$ cat config.mk
export PLATFORM = sky130hd
export DESIGN_NAME = gcc_gain_control_config
export DESIGN_NICKNAME = d
export VERILOG_FILES = /design/src/shared/gcc_pkg.sv /design/src/logic/gcc_gain_control_config.sv /design/src/logic/gcc_level_decode.sv /design/src/logic/gcc_step_tick.sv
export SDC_FILE = /design/constraint.sdc
export NUM_CORES = 1
export LEC_CHECK = 0
export ABC_AREA = 1
export BUFFER_PORTS_ARGS = -buffer_cell sky130_fd_sc_hd__buf_2
export CAP_MARGIN = 10
export CORE_ASPECT_RATIO = 1.2
export CORE_MARGIN = 3
export CORE_UTILIZATION = 36
export DETAILED_ROUTE_END_ITERATION = 8
export MAX_ROUTING_LAYER = met4
export PLACE_DENSITY = 0.53
export SYNTH_ARGS = -nofsm -noshare
export SYNTH_HDL_FRONTEND = slang
export SYNTH_SLANG_ARGS = --single-unit
$ cat constraint.sdc
create_clock -name core_clk -period 4.8 [get_ports core_clk]
set_input_delay 0.24 -clock core_clk [delete_from_list [all_inputs] [get_ports core_clk]]
set_output_delay 0.24 -clock core_clk [all_outputs]
set_load 0.02 [all_outputs]
$ cat src/shared/gcc_pkg.sv
// Shared constants and types of the gain control configuration block
package gcc_pkg;
    // Register offsets on the control port
    localparam logic [7:0] GCC_RANGE_ENHANCER_CFG_OFS = 8'h6d;
    localparam logic [7:0] GCC_AUTO_GAIN_CFG_OFS      = 8'h70;
    localparam logic [7:0] GCC_GAIN_CHANGE_CFG_OFS    = 8'h71;

    // Values after reset
    localparam logic [7:0] GCC_RANGE_ENHANCER_CFG_RST = 8'h7b;
    localparam logic [7:0] GCC_AUTO_GAIN_CFG_RST      = 8'he7;
    localparam logic [7:0] GCC_GAIN_CHANGE_CFG_RST    = 8'h00;

    // Field positions: upper nibble, lower nibble, method pair, spare bit
    localparam int GCC_HI_NIB_LSB   = 4;
    localparam int GCC_LO_NIB_LSB   = 0;
    localparam int GCC_METHOD_LSB   = 6;
    localparam int GCC_SPARE_RW_BIT = 5;

    // Gain change methods
    localparam logic [1:0] GCC_METHOD_IMMEDIATE = 2'h0;
    localparam logic [1:0] GCC_METHOD_REDUCED   = 2'h1;
    localparam logic [1:0] GCC_METHOD_STEP_FAST = 2'h2;
    localparam logic [1:0] GCC_METHOD_STEP_SLOW = 2'h3;

    // Timing of the soft-step ramp
    localparam int GCC_CLK_PERIOD_NS = 10;
    localparam int GCC_STEP_FAST_US  = 20;
    localparam int GCC_STEP_SLOW_US  = 40;
    localparam int GCC_STEP_FAST_CYC = GCC_STEP_FAST_US * 1000 / GCC_CLK_PERIOD_NS;
    localparam int GCC_STEP_SLOW_CYC = GCC_STEP_SLOW_US * 1000 / GCC_CLK_PERIOD_NS;
    localparam int GCC_TICK_W        = 12;

    // Longest wait for a zero crossing in the reduced-artifact method
    localparam int GCC_ZC_TIMEOUT_US  = 1000;
    localparam int GCC_ZC_TIMEOUT_CYC = GCC_ZC_TIMEOUT_US * 1000 / GCC_CLK_PERIOD_NS;

    // Channel gain in half-dB units, one unit per ramp step
    localparam int GCC_GAIN_W = 7;
    localparam logic [6:0] GCC_LIMIT_10K = 7'h3c;
    localparam logic [6:0] GCC_LIMIT_20K = 7'h30;

    // Decoded levels in whole dB: base of code 0 and step per code
    localparam logic [6:0] GCC_THR_BASE   = 7'h0c;
    localparam logic [2:0] GCC_THR_STEP   = 3'h6;
    localparam logic [6:0] GCC_EMAX_BASE  = 7'h02;
    localparam logic [2:0] GCC_EMAX_STEP  = 3'h2;
    localparam logic [6:0] GCC_ATGT_BASE  = 7'h06;
    localparam logic [2:0] GCC_ATGT_STEP  = 3'h2;
    localparam logic [6:0] GCC_AMAX_BASE  = 7'h03;
    localparam logic [2:0] GCC_AMAX_STEP  = 3'h3;

    // Gain change sequencer states
    typedef enum logic [2:0] {
        GCC_ST_IDLE    = 3'h1,
        GCC_ST_WAIT_ZC = 3'h2,
        GCC_ST_RAMP    = 3'h4
    } gcc_state_t;
endpackage

$ cat src/logic/gcc_gain_control_config.sv
// Gain control configuration registers and live channel gain sequencer
`timescale 1ns/100ps
`default_nettype none
// Operation
// - Threshold field bits 7-4, reset 0111b
// - Enhancer gain field bits 3-0, reset 1011b
// - Target level field bits 7-4, reset 1110b
// - Controller gain field bits 3-0, reset 0111b
// - Method 0 applies new gain at once
// - Method 1 applies gain at low-artifact moment
// - Method 2 ramps 0.5 dB per 20 us
// - Method 3 ramps 0.5 dB per 40 us
// - Bit 5 stored, bits 4-0 read zero
module gcc_gain_control_config #(
    parameter int ZC_TIMEOUT_CYCLES = gcc_pkg::GCC_ZC_TIMEOUT_CYC
) (
    // Clock and reset
    input  wire logic       core_clk,
    input  wire logic       rstn,
    // Register access from the control port slave
    input  wire logic [7:0] reg_addr,
    input  wire logic       reg_wr,
    input  wire logic [7:0] reg_wdata,
    input  wire logic       reg_rd,
    output logic      [7:0] reg_rdata,
    output logic            reg_rvalid,
    output logic            reg_hit,
    // Channel gain request from the channel settings
    input  wire logic [6:0] gain_target,
    input  wire logic       gain_load,
    input  wire logic       zero_cross,
    input  wire logic       impedance_20k,
    // Fields for the gain-control engines
    output logic      [3:0] enhancer_trigger_threshold,
    output logic      [3:0] enhancer_max_gain,
    output logic      [3:0] auto_gain_target_level,
    output logic      [3:0] auto_gain_max_gain,
    output logic      [1:0] live_gain_change_method,
    // Decoded levels in dB
    output logic      [6:0] enhancer_threshold_db,
    output logic      [6:0] enhancer_max_gain_db,
    output logic      [6:0] auto_gain_target_db,
    output logic      [6:0] auto_gain_max_gain_db,
    // Applied channel gain and status
    output logic      [6:0] gain_applied,
    output logic            gain_busy,
    output logic            gain_step,
    output logic            gain_limit_warn
);
    localparam int ZCW = $clog2(ZC_TIMEOUT_CYCLES + 1);
    localparam int HI  = gcc_pkg::GCC_HI_NIB_LSB;
    localparam int LO  = gcc_pkg::GCC_LO_NIB_LSB;
    localparam int ML  = gcc_pkg::GCC_METHOD_LSB;
    localparam int SB  = gcc_pkg::GCC_SPARE_RW_BIT;

    // Register storage
    logic [7:0] range_enhancer_cfg_reg;  // Threshold and enhancer gain
    logic [7:0] auto_gain_cfg_reg;       // Target level and controller gain
    logic [1:0] method_reg;              // Gain change method
    logic       spare_reg;               // Writable spare bit
    logic [7:0] gain_change_cfg;         // Assembled read view
    logic [2:0] reg_sel;                 // One-hot select of reg_addr

    // Read port flops
    logic [7:0] rdata_reg;
    logic       rvalid_reg;
    logic       hit_reg;

    // Decoded levels, registered
    logic [6:0] thr_db;
    logic [6:0] emax_db;
    logic [6:0] atgt_db;
    logic [6:0] amax_db;
    logic [6:0] thr_db_reg;
    logic [6:0] emax_db_reg;
    logic [6:0] atgt_db_reg;
    logic [6:0] amax_db_reg;

    // Sequencer
    gcc_pkg::gcc_state_t state_reg;      // Current phase
    logic [6:0]          target_reg;     // Gain being moved toward
    logic [6:0]          applied_reg;    // Gain in force
    logic                step_reg;       // One ramp step was taken
    logic                warn_reg;       // Soft-step request beyond limit
    logic [ZCW-1:0]      zc_cnt_reg;     // Wait for a zero crossing
    logic                zc_timeout;
    logic                tick;
    logic                soft_sel;
    logic [6:0]          limit;

    // One-hot register select, shared by writes and reads
    function automatic logic [2:0] gcc_sel(input logic [7:0] addr);
        gcc_sel = {addr == gcc_pkg::GCC_GAIN_CHANGE_CFG_OFS,
                   addr == gcc_pkg::GCC_AUTO_GAIN_CFG_OFS,
                   addr == gcc_pkg::GCC_RANGE_ENHANCER_CFG_OFS};
    endfunction

    // Decode once so each register process can pick its own select bit
    assign reg_sel = gcc_sel(reg_addr);

    // Enhancer settings; reserved codes are stored as written
    always_ff @(posedge core_clk or negedge rstn) begin
        if (!rstn) begin
            range_enhancer_cfg_reg <= gcc_pkg::GCC_RANGE_ENHANCER_CFG_RST;
        end else if (reg_wr && reg_sel[0]) begin
            range_enhancer_cfg_reg <= reg_wdata;
        end
    end

    // Automatic gain controller settings
    always_ff @(posedge core_clk or negedge rstn) begin
        if (!rstn) begin
            auto_gain_cfg_reg <= gcc_pkg::GCC_AUTO_GAIN_CFG_RST;
        end else if (reg_wr && reg_sel[1]) begin
            auto_gain_cfg_reg <= reg_wdata;
        end
    end

    // Gain change register: only bits 7-5 hold state
    always_ff @(posedge core_clk or negedge rstn) begin
        if (!rstn) begin
            method_reg <= gcc_pkg::GCC_GAIN_CHANGE_CFG_RST[ML+1:ML];
            spare_reg  <= gcc_pkg::GCC_GAIN_CHANGE_CFG_RST[SB];
        end else if (reg_wr && reg_sel[2]) begin
            method_reg <= reg_wdata[ML+1:ML];
            spare_reg  <= reg_wdata[SB];
        end
    end

    // Read-only spare bits always read as zero, whatever was written
    assign gain_change_cfg = {method_reg, spare_reg, 5'h00};

    // Read data is registered; unmapped offsets answer zero with no hit,
    // so the map above can merge the answers of several banks
    always_ff @(posedge core_clk or negedge rstn) begin
        if (!rstn) begin
            rdata_reg  <= 8'h00;
            rvalid_reg <= 1'b0;
            hit_reg    <= 1'b0;
        end else begin
            rvalid_reg <= reg_rd;
            if (reg_rd) begin
                hit_reg <= |gcc_sel(reg_addr);
                case (gcc_sel(reg_addr))
                    3'h1:    rdata_reg <= range_enhancer_cfg_reg;
                    3'h2:    rdata_reg <= auto_gain_cfg_reg;
                    3'h4:    rdata_reg <= gain_change_cfg;
                    default: rdata_reg <= 8'h00;
                endcase
            end
        end
    end

    // Field views for the engines
    assign enhancer_trigger_threshold = range_enhancer_cfg_reg[HI+3:HI];
    assign enhancer_max_gain          = range_enhancer_cfg_reg[LO+3:LO];
    assign auto_gain_target_level     = auto_gain_cfg_reg[HI+3:HI];
    assign auto_gain_max_gain         = auto_gain_cfg_reg[LO+3:LO];
    assign live_gain_change_method    = method_reg;

    // Code to dB translation
    gcc_level_decode u_decode (
        .thr_code  (range_enhancer_cfg_reg[HI+3:HI]),
        .emax_code (range_enhancer_cfg_reg[LO+3:LO]),
        .atgt_code (auto_gain_cfg_reg[HI+3:HI]),
        .amax_code (auto_gain_cfg_reg[LO+3:LO]),
        .thr_db    (thr_db),
        .emax_db   (emax_db),
        .atgt_db   (atgt_db),
        .amax_db   (amax_db)
    );

    // Register the decoded levels so the engines see clean flops
    always_ff @(posedge core_clk or negedge rstn) begin
        if (!rstn) begin
            thr_db_reg  <= 7'h00;
            emax_db_reg <= 7'h00;
            atgt_db_reg <= 7'h00;
            amax_db_reg <= 7'h00;
        end else begin
            thr_db_reg  <= thr_db;
            emax_db_reg <= emax_db;
            atgt_db_reg <= atgt_db;
            amax_db_reg <= amax_db;
        end
    end

    // Soft-step pace; 0.5 dB per pulse
    assign soft_sel = method_reg[1];

    gcc_step_tick u_tick (
        .core_clk (core_clk),
        .rstn     (rstn),
        .run      (state_reg == gcc_pkg::GCC_ST_RAMP),
        .slow     (method_reg == gcc_pkg::GCC_METHOD_STEP_SLOW),
        .tick     (tick)
    );

    // Zero-crossing wait; a silent channel may never cross, so give up
    assign zc_timeout = (zc_cnt_reg == ZCW'(ZC_TIMEOUT_CYCLES - 1));

    always_ff @(posedge core_clk or negedge rstn) begin
        if (!rstn) begin
            zc_cnt_reg <= '0;
        end else if (state_reg != gcc_pkg::GCC_ST_WAIT_ZC || gain_load) begin
            zc_cnt_reg <= '0;
        end else if (!zc_timeout) begin
            zc_cnt_reg <= zc_cnt_reg + 1'b1;
        end
    end

    // Latch each new request; a new one replaces any move in progress
    always_ff @(posedge core_clk or negedge rstn) begin
        if (!rstn) begin
            target_reg <= 7'h00;
        end else if (gain_load) begin
            target_reg <= gain_target;
        end
    end

    // Sequencer phase; the method in force at the request decides the path
    always_ff @(posedge core_clk or negedge rstn) begin
        if (!rstn) begin
            state_reg <= gcc_pkg::GCC_ST_IDLE;
        end else if (gain_load) begin
            case (method_reg)
                gcc_pkg::GCC_METHOD_IMMEDIATE: state_reg <= gcc_pkg::GCC_ST_IDLE;
                gcc_pkg::GCC_METHOD_REDUCED:   state_reg <= gcc_pkg::GCC_ST_WAIT_ZC;
                default:                       state_reg <= gcc_pkg::GCC_ST_RAMP;
            endcase
        end else begin
            case (state_reg)
                gcc_pkg::GCC_ST_WAIT_ZC: begin
                    // Switch at the crossing, or at the timeout
                    if (zero_cross || zc_timeout) begin
                        state_reg <= gcc_pkg::GCC_ST_IDLE;
                    end
                end
                gcc_pkg::GCC_ST_RAMP: begin
                    // Done once the gain in force meets the target
                    if (applied_reg == target_reg) begin
                        state_reg <= gcc_pkg::GCC_ST_IDLE;
                    end
                end
                default: state_reg <= gcc_pkg::GCC_ST_IDLE;
            endcase
        end
    end

    // Gain in force: jump, jump at crossing, or one half-dB per pulse
    always_ff @(posedge core_clk or negedge rstn) begin
        if (!rstn) begin
            applied_reg <= 7'h00;
        end else if (gain_load) begin
            if (method_reg == gcc_pkg::GCC_METHOD_IMMEDIATE) begin
                applied_reg <= gain_target;
            end
        end else if (state_reg == gcc_pkg::GCC_ST_WAIT_ZC) begin
            if (zero_cross || zc_timeout) begin
                applied_reg <= target_reg;
            end
        end else if (state_reg == gcc_pkg::GCC_ST_RAMP && tick) begin
            if (applied_reg < target_reg) begin
                applied_reg <= applied_reg + 1'b1;
            end else if (applied_reg > target_reg) begin
                applied_reg <= applied_reg - 1'b1;
            end
        end
    end

    // Flag each half-dB step actually taken
    always_ff @(posedge core_clk or negedge rstn) begin
        if (!rstn) begin
            step_reg <= 1'b0;
        end else begin
            step_reg <= !gain_load && tick
                        && (state_reg == gcc_pkg::GCC_ST_RAMP)
                        && (applied_reg != target_reg);
        end
    end

    // The ramp is only clean up to the impedance-dependent ceiling;
    // software owns that limit, this flag only reports a breach
    assign limit = impedance_20k ? gcc_pkg::GCC_LIMIT_20K : gcc_pkg::GCC_LIMIT_10K;

    always_ff @(posedge core_clk or negedge rstn) begin
        if (!rstn) begin
            warn_reg <= 1'b0;
        end else begin
            warn_reg <= soft_sel && (target_reg > limit);
        end
    end

    // Outputs
    assign reg_rdata             = rdata_reg;
    assign reg_rvalid            = rvalid_reg;
    assign reg_hit               = hit_reg;
    assign enhancer_threshold_db = thr_db_reg;
    assign enhancer_max_gain_db  = emax_db_reg;
    assign auto_gain_target_db   = atgt_db_reg;
    assign auto_gain_max_gain_db = amax_db_reg;
    assign gain_applied          = applied_reg;
    assign gain_busy             = (state_reg != gcc_pkg::GCC_ST_IDLE);
    assign gain_step             = step_reg;
    assign gain_limit_warn       = warn_reg;
endmodule
`default_nettype wire

$ cat src/logic/gcc_level_decode.sv
// Decoder from configuration codes to level magnitudes in whole dB
`timescale 1ns/100ps
`default_nettype none
module gcc_level_decode (
    // Configuration codes
    input  wire logic [3:0] thr_code,
    input  wire logic [3:0] emax_code,
    input  wire logic [3:0] atgt_code,
    input  wire logic [3:0] amax_code,
    // Magnitudes in dB (threshold and target are negative levels)
    output logic      [6:0] thr_db,
    output logic      [6:0] emax_db,
    output logic      [6:0] atgt_db,
    output logic      [6:0] amax_db
);
    // Linear code map: reserved codes simply extend the line
    function automatic logic [6:0] gcc_lin(input logic [3:0] code,
                                           input logic [6:0] base,
                                           input logic [2:0] step);
        gcc_lin = base + 7'(code) * 7'(step);
    endfunction

    // Threshold falls 6 dB per code from -12 dB
    assign thr_db  = gcc_lin(thr_code, gcc_pkg::GCC_THR_BASE,
                             gcc_pkg::GCC_THR_STEP);
    // Enhancer gain ceiling rises 2 dB per code from 2 dB
    assign emax_db = gcc_lin(emax_code, gcc_pkg::GCC_EMAX_BASE,
                             gcc_pkg::GCC_EMAX_STEP);
    // Target level falls 2 dB per code from -6 dB
    assign atgt_db = gcc_lin(atgt_code, gcc_pkg::GCC_ATGT_BASE,
                             gcc_pkg::GCC_ATGT_STEP);
    // Controller gain ceiling rises 3 dB per code from 3 dB
    assign amax_db = gcc_lin(amax_code, gcc_pkg::GCC_AMAX_BASE,
                             gcc_pkg::GCC_AMAX_STEP);
endmodule
`default_nettype wire

$ cat src/logic/gcc_step_tick.sv
// Divider that paces the soft-step ramp with one-cycle enable pulses
`timescale 1ns/100ps
`default_nettype none
module gcc_step_tick #(
    parameter int FAST_CYC = gcc_pkg::GCC_STEP_FAST_CYC,
    parameter int SLOW_CYC = gcc_pkg::GCC_STEP_SLOW_CYC
) (
    // Clock and reset
    input  wire logic core_clk,
    input  wire logic rstn,
    // Control
    input  wire logic run,
    input  wire logic slow,
    // Pace pulse
    output logic      tick
);
    localparam int TW = gcc_pkg::GCC_TICK_W;

    logic [TW-1:0] cnt_reg;  // Cycles since the last pulse
    logic [TW-1:0] last;     // Terminal count of the chosen rate

    // Rate may change mid-ramp; the new terminal count applies at once to the period in progress
    assign last = slow ? TW'(SLOW_CYC - 1) : TW'(FAST_CYC - 1);

    // Count only while ramping so the first step is a full period away
    always_ff @(posedge core_clk or negedge rstn) begin
        if (!rstn) begin
            cnt_reg <= '0;
        end else if (!run || cnt_reg >= last) begin
            cnt_reg <= '0;
        end else begin
            cnt_reg <= cnt_reg + 1'b1;
        end
    end

    // Pulse on the terminal count
    assign tick = run && (cnt_reg >= last);
endmodule
`default_nettype wire

## Yosys cells after proc, flatten, opt, wreduce, memory -nomap -nowiden

Cells that the tools add are included.

| operators by class | value |
|---|---|
| eq/ne operators | 19 |
| add/sub/neg operators | 8 |
| multiply operators | 2 |
| reductions and logical operators | 20 |
| $lt $le $gt $ge | 4 |
| mux-type cells | 18 |

Operator list:

| kind | number |
|---|---|
| 7-bit two-way mux | 7 |
| 17-bit two-way mux | 2 |
| 8-bit by 7-bit equality test with 1-bit output (second input constant) | 3 |
| 12-bit two-way mux | 2 |
| 8-bit case mux with 3 select lines | 1 |
| 17-bit by 1-bit adder with 17-bit output (second input constant) | 1 |
| 17-bit equality test (second input constant) | 1 |
| 12-bit by 1-bit adder with 12-bit output (second input constant) | 1 |
| 12-bit greater-or-equal comparator | 1 |
| 4-bit by 2-bit multiplier with 6-bit output (second input constant) | 2 |
| 3-bit case mux with 2 select lines | 2 |
| 1-bit logical AND | 9 |
| 3-bit two-way mux | 3 |
| 2-bit by 6-bit adder with 7-bit output (first input constant) | 1 |
| 4-bit by 7-bit adder with 7-bit output (first input constant) | 1 |
| 7-bit by 1-bit adder with 7-bit output (second input constant) | 1 |
| 7-bit equality test | 1 |
| 7-bit by 6-bit greater-than comparator with 1-bit output | 1 |
| 7-bit greater-than comparator | 1 |
| 7-bit < comparator | 1 |
| 7-bit inequality test | 1 |
| 7-bit by 1-bit subtractor with 7-bit output (second input constant) | 1 |
| 2-bit by 5-bit adder with 6-bit output (first input constant) | 1 |
| 3-bit by 5-bit adder with 6-bit output (first input constant) | 1 |
| other kinds (18) | 25 |

| word-level totals | value |
|---|---|
| output and inout bits | 66 |
| flip-flop bits (word level) | 105 |

## Longest topological paths before layout

| logic depth | value |
|---|---|
| depth after elaboration | 8 |
| depth in mapped cells | 17 |
| depth with buffers taken out | 17 |

## Modules after synthesis

Synthesis repeated with hierarchy kept, for this count alone.

| unflattened totals | value |
|---|---|
| cell total of the unflattened synthesis | 658 |
| area total of the unflattened synthesis | 5546.6 um^2 |

Modules (own cells, without submodules):

| module | cells each | sequential area each (um^2) | times used | area each (um^2) |
|---|---|---|---|---|
| gcc_gain_control_config | 481 | 2343.5 | 1 | 4280.4 |
| gcc_step_tick | 89 | 300.3 | 1 | 693.2 |
| gcc_level_decode | 88 | 0.0 | 1 | 573.0 |

## Least setup slack after synthesis

No wires, ideal clock.

| timing path | value |
|---|---|
| kind | reg2reg |
| start point | register applied_reg[6], in the netlist gain_applied[6] |
| end point | register applied_reg[6], in the netlist gain_applied[6] |
| buffers on the path | 0 |
| arrival time | 2393 ps |
| stages on the path, launching flop included | 16 |
| setup slack | 2290 ps |
| cells stage by stage | dfrtp_1 > ha_1 > nand2_1 > inv_1 > a21oi_2 > nand2_1 > ha_1 > nand2_1 > o21ai_0 > nand2_1 > nand2_1 > nand3_1 > nand3_1 > nand2_1 > nand2_1 > nand2_1 |

| on the way | value |
|---|---|
| longest elaborated chain between the ends | 6 |
| elaborated cells on any way between the ends | 11 |
| those cells by class | 2 x add/sub; 2 x order compare; 5 x mux; 2 x reduce/logical |

RTL lines:

| item | line | text |
|---|---|---|
| start: declaration | gcc_gain_control_config.sv:82 | `logic [6:0] applied_reg;` |
| start signal: assignment | gcc_gain_control_config.sv:256 | `applied_reg <= gain_target;` |
| start signal: assignment | gcc_gain_control_config.sv:260 | `applied_reg <= target_reg;` |
| start signal: assignment | gcc_gain_control_config.sv:264 | `applied_reg <= applied_reg + 1'b1;` |
| 7-bit by 1-bit subtractor with 7-bit output | gcc_gain_control_config.sv:266 | `applied_reg <= applied_reg - 1'b1;` |
| 7-bit two-way mux | gcc_gain_control_config.sv:265 | `end else if (applied_reg > target_reg) begin` |
| 7-bit two-way mux | gcc_gain_control_config.sv:263 | `if (applied_reg < target_reg) begin` |
| 7-bit two-way mux | gcc_gain_control_config.sv:262 | `end else if (state_reg == gcc_pkg::GCC_ST_RAMP && tick) begin` |
| 7-bit two-way mux | gcc_gain_control_config.sv:258 | `end else if (state_reg == gcc_pkg::GCC_ST_WAIT_ZC) begin` |
| 7-bit two-way mux | gcc_gain_control_config.sv:254 | `end else if (gain_load) begin` |

Several ways; a longest one is shown, not always the timed one. The select of a mux whose other input is x is not followed.
A chain may end at the register's enable or synchronous reset.

## Final worst setup path

Same ends and word-level chain as after synthesis.

==> flow_summary.ini <==
[place]
gp_congestion = 0.866
dpl.hpwl_um = 9840
io_buffers = 89

[die]
die-area_um2 = 16500
die_h_um = 140
fp.dieW_um = 118
core_area_um2 = 14500
io_pins = 96
start_util = 0.372
placementRows = 48

[clock_network]
cts_buffer_depth = 2
ctsHtreeMaxLevel = 3
cts_inserted_buffers = 9
root_buffer = clkbuf_16
cts-resized-gates = 0
clk_latency_ns = 0.35
clk_pin_slew_ns = 0.08
cts_tree = built
clock_sinks = 99

[route]
routed.top_layer = met4
vias_per_cell = 4.80
drc_errors = 0
met1_length_um = 5840
wl_met2_um = 6400
met3_wirelength_um = 617
via_count = 4399
drt_wl_total_um = 13100
drt_iter0_markers = 231
drtPass1Iterations = 4
routedWlPerCell_um = 14.3
antenna_left = 0

[critical_path]
worstSetupPathType = flop to flop
cp_common_cell = nand2_1
arrival_ns = 3.02
worstPathCellList = ha_1 -> nand2_1 -> inv_1 -> a21oi_2 -> nand2_1 -> ha_1 -> nand2_1 -> o21ai_0 -> nand2_1 -> nand2_1 -> nand3_1 -> nand3_1 -> nand2_1 -> nand2_1 -> nand2_1
cp_max_fo = 9
slowest_delay_ns = 0.46
required_ns = 5.04
crit_slowest_cell = ha_1
endpoint_kind = flop
start_kind = flop

[global_routing]
grt_usage = 0.166
grt.overflow.total = 0
antenna_found_initial = 0
grt_max_degree = 55
grt_pass1_vias = 4469
grt_pass1_wl_um = 21700

[timing]
worst_clock_skew_ns = 0.0116
post-route-period-util = 0.579
finalSetupTns_ns = 0
rsz0062_at_grt = false
max_slew_margin = 0.504
period_needed_ns = 2.78
finalSetupViolations = 0
fmax_mhz = 360
final_hold_viol_count = 0
finalMaxSlewViolations = 0
worstMarginPinSlew_ns = 0.744

[finish]
drive_gt1_frac = 0.214
final_nets = 777
diodes = 0
syn_to_final_growth_pct = 16.8
largest_reg_flops = 17

[min_path]
hold_path_class = primary input to flop

[yosys]
yosys_warnings = 0
synth_edf_count = 0
postSynthCellCount = 618
synth.most_common_cell = nand2_1
yosys-top-cells-area = dfrtp_1 40%, nand2_1 11%, ha_1 7.9%, dfstp_2 6.3%, inv_1 5.7%
synth_top_flop_cell = dfrtp_1
synth_seq_area_share = 0.461
syn-cell-area_um2 = 5410
synth_top_cell_by_area = dfrtp_1
avgSynthCellArea_um2 = 8.75
synth_cell_types = 49
async_reset_ff_frac = 1.00
synth_top_cells_by_count = 153 x nand2_1, 86 x dfrtp_1, 82 x inv_1
synth-seq-cells = 99
synth.top_cell.area_share = 0.398

[pwr]
seqPwrFrac = 0.400
clockPowerShare = 0.278
power_mw = 2.50
vdd_drop_max_uv = 149
power_switching_mw = 0.922
switching_share = 0.369
power.density_nw_per_um2 = 396
internal_power_mw = 1.58
p_leak_nw = 3.17
combinationalPowerShare = 0.322

[outcome]
status = finished, final reports clean

[flow_run]
drv_cap = 0
==> repair_timing <==
item,in CTS,in global routing
hold buffers,1,0
setup buffers,0,0
hold endpoints to repair,43,0
==> through the flow <==
stage / cells / utilization / hold slack, ns / setup WS [ns] / cell area (µm²)
after detailed placement: 899 / 0.414 / 0.359 / 2.06 / 6020
final: 916 / 0.434 / 0.108 / 2.02 / 6310
after floorplan: 623 / - / -0.0556 / 2.29 / 5420
after global placement: 899 / 0.414 / 0.352 / 2.20 / 6020
after CTS: 916 / 0.434 / 0.0976 / 2.05 / 6310
after global routing: 916 / 0.434 / 0.107 / 1.73 / 6310
==> placed cells by master (no fill, tap or decap), drive strengths merged, types with 2 or more instances in the layout <==
cell type / Yosys / routed
clkinv: 0 / 2
a31oi: 2 / 2
nor2: 49 / 49
mux2: 2 / 2
o21ai: 44 / 44
or2: 2 / 2
dfrtp: 86 / 86
nand4: 9 / 9
nand3b: 2 / 2
o22ai: 5 / 5
inv: 83 / 85
o211ai: 2 / 2
xnor2: 8 / 8
clkbuf: 1 / 10
nor3: 14 / 14
conb: 1 / 6
nand2: 158 / 158
dfstp: 13 / 13
buf: 13 / 90
a21oi: 29 / 29
fa: 2 / 2
nor4: 4 / 4
nand3: 34 / 34
xor2: 12 / 12
ha: 34 / 34
o221ai: 2 / 2
clkinvlp: 0 / 2
==> routing by layer <==
layer,track usage,vias up
met5,-,-
met4,0.0543,0
met3,0.0323,18
met2,0.277,107
met1,0.203,2087
li1,-,2187
==> critical path, delay by kind of cell, from the launching register on <==
kind	cells	cell delay [ns]
AO/OA/AOI/OAI	2	0.48
AND/OR/NAND/NOR	10	0.90
buffers and inverters	1	0.06
adder cells (fa/ha/maj)	2	0.79
flip-flops	1	0.44
==> cell families after synthesis <==
family,after synthesis,synth area share
and+or+nand+nor,272,0.244
DFF,99,0.461
buffers and inverters,97,0.0773
AOI/OAI and AO/OA,90,0.0921
adders and majority gates,36,0.0861
xor gates and xnor gates,20,0.0324
muxes,3,0.00602
other,1,0.000694
==> power by group through the flow <==
stage / logic, mW / clock network [mW] / registers (mW)
finish: 0.806 / 0.694 / 0.999
global route: 0.900 / 0.750 / 1.01
CTS: 0.807 / 0.720 / 1.00
detailed placement: 0.802 / 0 / 1.01
global placement: 0.780 / 0 / 1.01
floorplan: 0.464 / 0 / 1.10
==> final timing paths <==
check                                          startpoint                       end  slack, ns  cells after the start
worst max-delay path                      gain_applied[6]           gain_applied[6]       2.02                     15
max in group asynchronous                            rstn         u_tick.cnt_reg[2]       3.20                      3
worst min-delay path                         reg_wdata[3]      auto_gain_cfg_reg[3]       0.11                      3
worst max register to register            gain_applied[6]           gain_applied[6]       2.02                     15
min in group asynchronous                            rstn             zc_cnt_reg[4]       0.49                      2
worst min register to register  range_enhancer_cfg_reg[4]  enhancer_threshold_db[1]       0.44                      0
==> layout make-up <==
| type | instances | area [µm²] |
|---|---|---|
| Fill cell | 1512 | 8220 |
| Timing Repair Buffer | 91 | 465 |
| Sequential cell | 99 | 2490 |
| Inverter | 83 | 312 |
| Clock inverter | 6 | 50.0 |
| Tap cell | 200 | 250 |
| Multi-Input combinational cell | 427 | 2510 |
| Clock buffer | 10 | 229 |
Note: power is estimated with default switching activity, not from simulation.
